### config.mk
export PLATFORM = sky130hd
export DESIGN_NAME = cmd_decoder
export DESIGN_NICKNAME = d
export VERILOG_FILES = /design/src/hw/cmd_decoder_pkg.sv /design/src/hw/cmd_decoder.sv /design/src/hw/rsp_byte_select.sv
export SDC_FILE = /design/constraint.sdc
export NUM_CORES = 1
export LEC_CHECK = 0
export BUFFER_PORTS_ARGS = -buffer_cell sky130_fd_sc_hd__buf_2
export CAP_MARGIN = 20
export CORE_MARGIN = 2
export CORE_UTILIZATION = 35
export DETAILED_ROUTE_END_ITERATION = 16
export GPL_TIMING_DRIVEN = 1
export PLACE_DENSITY = 0.54
export SLEW_MARGIN = 0
export SYNTH_ARGS = -nofsm -noshare
export SYNTH_HDL_FRONTEND = slang
export SYNTH_HIERARCHICAL = 1
export SYNTH_SLANG_ARGS = --single-unit
### constraint.sdc
create_clock -name clk_sys -period 3.8 [get_ports clk_sys]
set_input_delay 0.38 -clock clk_sys [delete_from_list [all_inputs] [get_ports clk_sys]]
set_output_delay 0.38 -clock clk_sys [all_outputs]
set_load 0.01 [all_outputs]
### src/hw/cmd_decoder_pkg.sv
// Shared constants and types of the eight-byte command decoder.
package cmd_decoder_pkg;

  typedef logic [2:0] idx_t;

  // Message layout, as byte positions inside an eight-byte message.
  localparam idx_t RESERVED_IDX    = 3'h0;
  localparam idx_t AXIS_IDX        = 3'h1;
  localparam idx_t CODE_IDX        = 3'h2;
  localparam idx_t OPCODE_IDX      = 3'h3;
  localparam idx_t OPERAND_B0_IDX  = 3'h4;
  localparam idx_t OPERAND_B1_IDX  = 3'h5;
  localparam idx_t OPERAND_B2_IDX  = 3'h6;
  localparam idx_t OPERAND_B3_IDX  = 3'h7;
  localparam idx_t STATUS_MSB_IDX  = 3'h4;
  localparam idx_t STATUS_LSB_IDX  = 3'h5;
  localparam idx_t LAST_IDX        = 3'h7;

  // Header values.
  localparam logic [7:0] BYTE_ZERO      = 8'h00;
  localparam logic [7:0] AXIS_ZERO      = 8'h00;
  localparam logic [7:0] MSG_TYPE_ONE   = 8'h01;
  // Response byte 1: axis zero in the upper nibble, message type one below.
  localparam logic [7:0] RSP_AXIS_TYPE  = 8'h01;

  // Opcodes of the buffered command set handled here.
  localparam logic [7:0] OP_SET_MOVE_VELOCITY      = 8'h1D;
  localparam logic [7:0] OP_SET_ACCEL_RATE         = 8'h1E;
  localparam logic [7:0] OP_SET_DECEL_RATE         = 8'h1F;
  localparam logic [7:0] OP_START_FEED_LENGTH_MOVE = 8'h66;
  localparam logic [7:0] OP_SET_MOVE_DISTANCE      = 8'hB6;

  // Register opcodes whose code byte is echoed; values are arbitrary.
  localparam logic [7:0] OP_QUEUE_REGISTER_READ    = 8'hF0;
  localparam logic [7:0] OP_REGISTER_READ          = 8'hF1;
  localparam logic [7:0] OP_REGISTER_WRITE         = 8'hF2;
  localparam logic [7:0] OP_REGISTER_EXCHANGE      = 8'hF3;
  // Opcodes at or above this one are the immediate class; value arbitrary.
  localparam logic [7:0] OP_IMMEDIATE_FIRST        = 8'hF8;

  localparam logic signed [31:0] SETTING_RESET = 32'sh0000_0000;
  localparam logic [15:0]        STATUS_RESET  = 16'h0000;

  typedef enum logic [2:0] {
    ST_RECV = 3'h1,
    ST_EXEC = 3'h2,
    ST_SEND = 3'h4
  } phase_e;

endpackage : cmd_decoder_pkg

### src/hw/cmd_decoder.sv
// Eight-byte command decoder: collects a command, applies it, answers.
// What this block does
// - Each response echoes the received opcode in byte 3 and, for the register commands, the code byte.
// - Response bytes 4 and 5 hold the drive status word, high byte first.
// - Every operand is signed two's complement and is applied as such.
// - The operand sits in command bytes 4 to 7, big-endian, right-aligned.
// - Response byte 1 reports axis zero and message type one.
// - Response byte 2 echoes the code only for the four register commands.
// - Opcode 1E sets the acceleration rate in units of 10 rpm per second.
// - Opcode 1F sets the deceleration rate in units of 10 rpm per second.
// - Opcode 1D sets the move velocity in units of 0.25 rpm.
// - Opcode B6 sets the move distance in steps, using all four bytes.
// - Opcode 66 starts a feed-to-length move with the stored settings.
// - Every command gets a response, even when nothing is read back.
// - Immediate-class commands are not accepted in this message type.
module cmd_decoder (
  input  wire logic        clk_sys,       // System clock, 125 MHz.
  input  wire logic        rst,           // Synchronous reset, active high.
  input  wire logic        ce,            // Clock enable; low freezes state.
  input  wire logic        cmd_valid,     // Command byte offered.
  input  wire logic [7:0]  cmd_byte,      // Command byte, byte 0 first.
  output logic             cmd_ready,     // Decoder takes a command byte.
  output logic             rsp_valid,     // Response byte offered.
  output logic      [7:0]  rsp_byte,      // Response byte, byte 0 first.
  input  wire logic        rsp_ready,     // Partner takes a response byte.
  input  wire logic [15:0] drive_status,  // Live drive status word.
  output logic      [31:0] accel_rate,    // Signed, 10 rpm/s units.
  output logic      [31:0] decel_rate,    // Signed, 10 rpm/s units.
  output logic      [31:0] move_velocity, // Signed, 0.25 rpm units.
  output logic      [31:0] move_distance, // Signed, motor steps.
  output logic             move_start,    // One-cycle feed-to-length start.
  output logic             cmd_rejected   // One-cycle pulse, command ignored.
);

  typedef struct packed {
    cmd_decoder_pkg::phase_e phase;
    cmd_decoder_pkg::idx_t   idx;
    logic [7:0][7:0]         cmd;
    logic [15:0]             status;
    logic signed [31:0]      accel;
    logic signed [31:0]      decel;
    logic signed [31:0]      velocity;
    logic signed [31:0]      distance;
    logic                    cmd_ready;
    logic                    rsp_valid;
    logic [7:0]              rsp_byte;
    logic                    move_start;
    logic                    rejected;
  } state_s;

  localparam state_s STATE_RESET = '{
    phase:      cmd_decoder_pkg::ST_RECV,
    idx:        3'h0,
    cmd:        64'h0,
    status:     cmd_decoder_pkg::STATUS_RESET,
    accel:      cmd_decoder_pkg::SETTING_RESET,
    decel:      cmd_decoder_pkg::SETTING_RESET,
    velocity:   cmd_decoder_pkg::SETTING_RESET,
    distance:   cmd_decoder_pkg::SETTING_RESET,
    cmd_ready:  1'b1,
    rsp_valid:  1'b0,
    rsp_byte:   8'h00,
    move_start: 1'b0,
    rejected:   1'b0
  };

  // The operand is read as one signed word, so short operands that the
  // sender right-aligns with zero upper bytes come out unchanged only if non-negative.
  // big-endian operand bytes
  function automatic logic signed [31:0] operand_of(
    input logic [7:0][7:0] c
  );
    return signed'({c[cmd_decoder_pkg::OPERAND_B0_IDX],
                    c[cmd_decoder_pkg::OPERAND_B1_IDX],
                    c[cmd_decoder_pkg::OPERAND_B2_IDX],
                    c[cmd_decoder_pkg::OPERAND_B3_IDX]});
  endfunction : operand_of

  function automatic logic is_register_op(input logic [7:0] op);
    return (op == cmd_decoder_pkg::OP_QUEUE_REGISTER_READ) ||
           (op == cmd_decoder_pkg::OP_REGISTER_READ) ||
           (op == cmd_decoder_pkg::OP_REGISTER_WRITE) ||
           (op == cmd_decoder_pkg::OP_REGISTER_EXCHANGE);
  endfunction : is_register_op

  state_s            r;
  state_s            d;
  logic [7:0]        opcode;
  logic              echo_reg;
  logic              header_ok;
  logic              immediate;
  cmd_decoder_pkg::idx_t sel_idx;
  logic [7:0]        sel_byte;

  assign opcode   = r.cmd[cmd_decoder_pkg::OPCODE_IDX];
  assign echo_reg = is_register_op(opcode);
  assign header_ok =
    (r.cmd[cmd_decoder_pkg::RESERVED_IDX] == cmd_decoder_pkg::BYTE_ZERO) &&
    ((r.cmd[cmd_decoder_pkg::AXIS_IDX] == cmd_decoder_pkg::AXIS_ZERO) ||
     (r.cmd[cmd_decoder_pkg::AXIS_IDX] == cmd_decoder_pkg::MSG_TYPE_ONE));
  assign immediate = opcode >= cmd_decoder_pkg::OP_IMMEDIATE_FIRST;

  // In the execute cycle the mux yields byte 0, later the byte after idx.
  assign sel_idx = (r.phase == cmd_decoder_pkg::ST_SEND) ?
                   r.idx + 3'h1 : cmd_decoder_pkg::RESERVED_IDX;

  rsp_byte_select u_rsp_byte_select (
    .idx      (sel_idx),
    .opcode   (opcode),
    .reg_code (r.cmd[cmd_decoder_pkg::CODE_IDX]),
    .echo_reg (echo_reg),
    .status   (r.status),
    .rsp_byte (sel_byte)
  );

  always_comb begin
    d            = r;
    d.move_start = 1'b0;
    d.rejected   = 1'b0;
    case (r.phase)
      cmd_decoder_pkg::ST_RECV: begin
        if (cmd_valid && r.cmd_ready) begin
          d.cmd[r.idx] = cmd_byte;
          d.idx        = r.idx + 3'h1;
          if (r.idx == cmd_decoder_pkg::LAST_IDX) begin
            d.cmd_ready = 1'b0;
            d.phase     = cmd_decoder_pkg::ST_EXEC;
          end
        end
      end
      cmd_decoder_pkg::ST_EXEC: begin
        // Status is latched first so the mux sees it from the next byte on.
        d.status = drive_status;
        if (!header_ok || immediate) begin
          d.rejected = 1'b1;
        end else begin
          case (opcode)
            cmd_decoder_pkg::OP_SET_ACCEL_RATE:
              d.accel = operand_of(r.cmd);
            cmd_decoder_pkg::OP_SET_DECEL_RATE:
              d.decel = operand_of(r.cmd);
            cmd_decoder_pkg::OP_SET_MOVE_VELOCITY:
              d.velocity = operand_of(r.cmd);
            cmd_decoder_pkg::OP_SET_MOVE_DISTANCE:
              d.distance = operand_of(r.cmd);
            cmd_decoder_pkg::OP_START_FEED_LENGTH_MOVE:
              d.move_start = 1'b1;
            default:
              d.move_start = 1'b0;
          endcase
        end
        d.rsp_valid = 1'b1;
        d.rsp_byte  = sel_byte;
        d.idx       = cmd_decoder_pkg::RESERVED_IDX;
        d.phase     = cmd_decoder_pkg::ST_SEND;
      end
      cmd_decoder_pkg::ST_SEND: begin
        if (rsp_ready && r.rsp_valid) begin
          if (r.idx == cmd_decoder_pkg::LAST_IDX) begin
            d.rsp_valid = 1'b0;
            d.cmd_ready = 1'b1;
            d.idx       = 3'h0;
            d.phase     = cmd_decoder_pkg::ST_RECV;
          end else begin
            d.idx      = r.idx + 3'h1;
            d.rsp_byte = sel_byte;
          end
        end
      end
      default: begin
        d = STATE_RESET;
      end
    endcase
  end

  always_ff @(posedge clk_sys) begin
    if (rst) begin
      r <= STATE_RESET;
    end else if (ce) begin
      r <= d;
    end
  end

  assign cmd_ready     = r.cmd_ready;
  assign rsp_valid     = r.rsp_valid;
  assign rsp_byte      = r.rsp_byte;
  assign accel_rate    = r.accel;
  assign decel_rate    = r.decel;
  assign move_velocity = r.velocity;
  assign move_distance = r.distance;
  assign move_start    = r.move_start;
  assign cmd_rejected  = r.rejected;

  logic exec_ok;
  assign exec_ok = (r.phase == cmd_decoder_pkg::ST_EXEC) && ce &&
                   header_ok && !immediate;
endmodule : cmd_decoder

### src/hw/rsp_byte_select.sv
// Selects one byte of the eight-byte response message.
module rsp_byte_select (
  input  wire logic [2:0]  idx,       // Response byte position.
  input  wire logic [7:0]  opcode,    // Opcode taken from the command.
  input  wire logic [7:0]  reg_code,  // Code byte taken from the command.
  input  wire logic        echo_reg,  // High for the register commands.
  input  wire logic [15:0] status,    // Latched drive status word.
  output logic      [7:0]  rsp_byte   // Byte at position idx.
);

  always_comb begin
    case (idx)
      cmd_decoder_pkg::AXIS_IDX:
        rsp_byte = cmd_decoder_pkg::RSP_AXIS_TYPE;
      cmd_decoder_pkg::CODE_IDX:
        rsp_byte = echo_reg ? reg_code : cmd_decoder_pkg::BYTE_ZERO;
      cmd_decoder_pkg::OPCODE_IDX:
        rsp_byte = opcode;
      cmd_decoder_pkg::STATUS_MSB_IDX:
        rsp_byte = status[15:8];
      cmd_decoder_pkg::STATUS_LSB_IDX:
        rsp_byte = status[7:0];
      default:
        rsp_byte = cmd_decoder_pkg::BYTE_ZERO;
    endcase
  end

endmodule : rsp_byte_select

==> metrics.log <==
INFO  metric nets = 1001
INFO  metric core_region_area = 25900 um2
INFO  metric area_fraction_in_compound_gates_after_synthesis = 21.0%
INFO  metric power.leakage = 3.88 nW
INFO  metric ctsResizeCount = 0
INFO  metric synth_ff_type = dfxtp_1
INFO  metric netlist_area = 9180 um2
INFO  metric rows = 59
INFO  metric area_fraction_in_and_or_nand_and_nor_cells_after_synthesis = 14.0%
INFO  metric clock-root-buffer = clkbuf_16
INFO  metric drv.max_cap_violation_count = 0
INFO  metric timing_worst_setup_path_type = reg2reg
INFO  metric final_design_area_no_fill = 10100 um2
INFO  metric fin_cells = 1322
INFO  metric layout.cells.most_common = dfxtp_1
INFO  metric number_of_h_tree_branching_levels = 1
INFO  metric power.switching = 1.04 mW
INFO  metric numPortBuffers = 168
INFO  metric cts-buffers-inserted = 25
INFO  metric grt_first_pass_wirelength = 37800 um
INFO  metric synth_fa_ha_area_share = 0.273%
INFO  metric synth_mux_area_share = 0.763%
INFO  metric insertion_delay = 0.51 ns
INFO  metric setup_tns_final = 0 ns
INFO  metric final_core_util = 38.9%
INFO  metric fin_crit = 2.62 ns
INFO  metric clock-skew-final = 0.0125 ns
INFO  metric grt_start_max_net_pins = 65
INFO  metric final_routed_wire_length_divided_by_cell_count = 18.0 um
INFO  metric globalRouteTotalUtil = 16.9%
INFO  metric globalRouteOverflowTotal = 0
INFO  metric reg2reg_setup_slack = 1.18 ns
INFO  metric cp-start-kind = flop
INFO  metric comb_power_share = 2.7%
INFO  metric dr_total_vias = 6770
INFO  metric tritoncts = done
INFO  metric start_util = 35.4%
INFO  metric ys_seq_area_share = 49.1%
INFO  metric setup-violations-final = 0
INFO  metric die-area = 27500 um2
INFO  metric status = finished clean
INFO  metric antenna_found_initial = 0
INFO  metric synth_top_family_by_area = compound AO/OA/AOI/OAI gates
INFO  metric cp.arrival = 2.98 ns
INFO  metric async_flop_share = 0%
INFO  metric num_antenna_cells = 0
INFO  metric critPathRequiredTime = 4.16 ns
INFO  metric initialDrtViolationCount = 469
INFO  metric drc_errors = 0
INFO  metric dp_hpwl = 15800 um
INFO  metric syn-mean-instance-area = 9.64 um2
INFO  metric gate_count_after_technology_mapping = 952
INFO  metric p_int = 3.81 mW
INFO  metric sw_frac_of_total = 21.4%
INFO  metric synthToLayoutAreaGrowth = 9.76%
INFO  metric drt_first_pass_iters = 5
INFO  metric p_clk_share = 48.4%
INFO  metric post_route_cells_drive_above_1_share = 24.7%
INFO  metric drt.antenna.violating_nets = 0
INFO  metric synth_edf_count = 0
INFO  metric power_density = 482 nW/um2
INFO  metric period_share = 68.9%
INFO  metric synthesis.nets = 983
INFO  metric synth-xor-area-share = 0.191%
INFO  metric cts_sinks = 225
INFO  metric grt_pass1_vias = 6444
INFO  metric final.hold.worst_slack = 0.130 ns
INFO  metric holdBufCountCts = 0
INFO  metric timing.slew.headroom = 52.8%
INFO  metric seqPwrFrac = 48.9%
INFO  metric wl = 23800 um
INFO  metric fillerInstances = 2691
INFO  metric synth_cell_type_count = 56
INFO  metric cts.repair_timing.setup_buffer_count = 0
INFO  metric endpoint_kind = flop
INFO  metric die_width = 166 um
INFO  metric num_io_pins = 169
INFO  metric synth_seq_cells = 225
INFO  metric worst-slew-pin-transition = 0.707 ns
INFO  metric highest_count_cells_in_the_layout_ignoring_fill_and_taps = 225 x dfxtp_1, 168 x buf_2, 98 x nand3_1, 81 x nand2_1, 64 x a22o_1
INFO  metric viasPerCell = 5.12
INFO  metric worst_supply_voltage_drop_on_vdd = 0.000287 V
INFO  metric rsz0062_at_grt = false
INFO  metric fmax = 382 MHz
INFO  metric ys.warnings.count = 6
INFO  metric final_hold_violations = 0
INFO  metric dpl.cell_count = 1278
INFO  metric ctsLongestPathBuffers = 3
INFO  metric critical_path.max_fanout = 12
INFO  metric slew_violations = 0
INFO  metric gp_congestion = 0.792
INFO  metric placed_cell_area = 9260 um2
INFO  metric clock_transition_at_the_registers_of_the_reported_paths = 0.06 ns
INFO  metric hold_path.class = in2reg
INFO  metric die_height = 166 um
[worst paths after layout]
path,startpoint,end,cells after the start
hold reg to reg,r[150],r[150],2
hold / removal,drive_status[12],r[152],3
setup reg to reg,r[225],rsp_byte[5],7
setup / recovery,r[225],rsp_byte[5],7
[synthesized netlist by cell type, types with 2 or more instances]
cell	n	share of area (%)
buf_6	8	0.98
clkbuf_1	21	0.86
buf_1	4	0.16
a22oi_1	6	0.49
mux2i_1	7	0.76
nand3_1	98	5.3
nor2_2	8	0.55
o2bb2ai_1	62	5.9
a22o_1	64	6.1
nand4_1	2	0.14
nor3b_4	2	0.41
nor3b_1	2	0.16
or3b_1	2	0.19
o21ai_0	61	3.3
a41o_1	2	0.22
nor4b_1	2	0.19
nand2b_1	3	0.20
dfxtp_1	225	49
nor2_1	21	0.86
a21oi_1	40	2.2
o22ai_1	7	0.48
nand3b_1	3	0.25
nand2_1	81	3.3
nor3_1	3	0.16
o21a_1	2	0.16
nor3_4	2	0.35
buf_4	138	11
buf_2	19	1.0
a31oi_1	3	0.20
nor4_1	5	0.34
o221ai_1	2	0.19
a21oi_2	3	0.29
ha_1	2	0.27
nor2b_1	4	0.27
and2_1	6	0.41
o21ai_1	7	0.38
inv_1	5	0.20
xnor2_1	2	0.19
[power by group through the flow]
stage          Combinational [mW]  Clock, mW  Sequential, mW
5_1_grt                     0.147       2.51            2.37
4_1_cts                     0.136       2.41            2.37
3_3_place_gp                0.135          0            2.43
3_5_place_dp                0.135          0            2.42
2_1_floorplan              0.0824          0            2.42
6_report                    0.133       2.35            2.37
[critical path: stages, from the launching register on]
cell and delay (ns):
dfxtp_1 0.58, or3b_2 0.52, nor2_1 0.55, buf_4 0.33, mux2i_1 0.22, o22ai_1 0.10, nand3_1 0.09, a21oi_1 0.07
[sequential cells by signal, indices dropped and copies added, names as in the netlist]
signal         count
r                 77
accel_rate        32
decel_rate        32
move_distance     32
move_velocity     32
opcode             8
rsp_byte           8
cmd_ready          1
cmd_rejected       1
move_start         1
rsp_valid          1
[through the flow]
| stage | power, mW | setup WS (ns) |
|---|---|---|
| after detailed placement | 2.56 | 1.20 |
| after CTS | 4.91 | 1.19 |
| after global routing | 5.03 | 1.04 |
| after floorplan | 2.50 | 1.93 |
| after global placement | 2.56 | 1.30 |
| final | 4.85 | 1.18 |
[final cells by class]
class / count / area [um2] / share of cell area [%]
flip-flops and latches: 225 / 4500 / 44.7
multi-input cells: 531 / 3350 / 33.3
repair buffers: 182 / 971 / 9.64
clock buffers: 36 / 737 / 7.32
well taps: 335 / 419 / 4.16
clock inverters: 8 / 73.8 / 0.733
inverters: 5 / 18.8 / 0.186
[cells by family (layout without fill, tap and decap cells)]
kind of cell,count (synthesis),in the layout
compound gates,268,268
fa+ha+maj,2,2
xor+xnor,2,2
mux,7,7
simple gates,252,252
buf+inv,196,231
flops,225,225
[routing by layer]
metal	vias to the layer above	global-route usage (%)	routed length (um)
met5	-	0	0
met4	0	3.63	289
met3	21	2.96	1430
met2	213	26.5	10500
met1	3192	24.3	11500
li1	3344	-	-
Note: power is estimated with default switching activity, not from simulation.
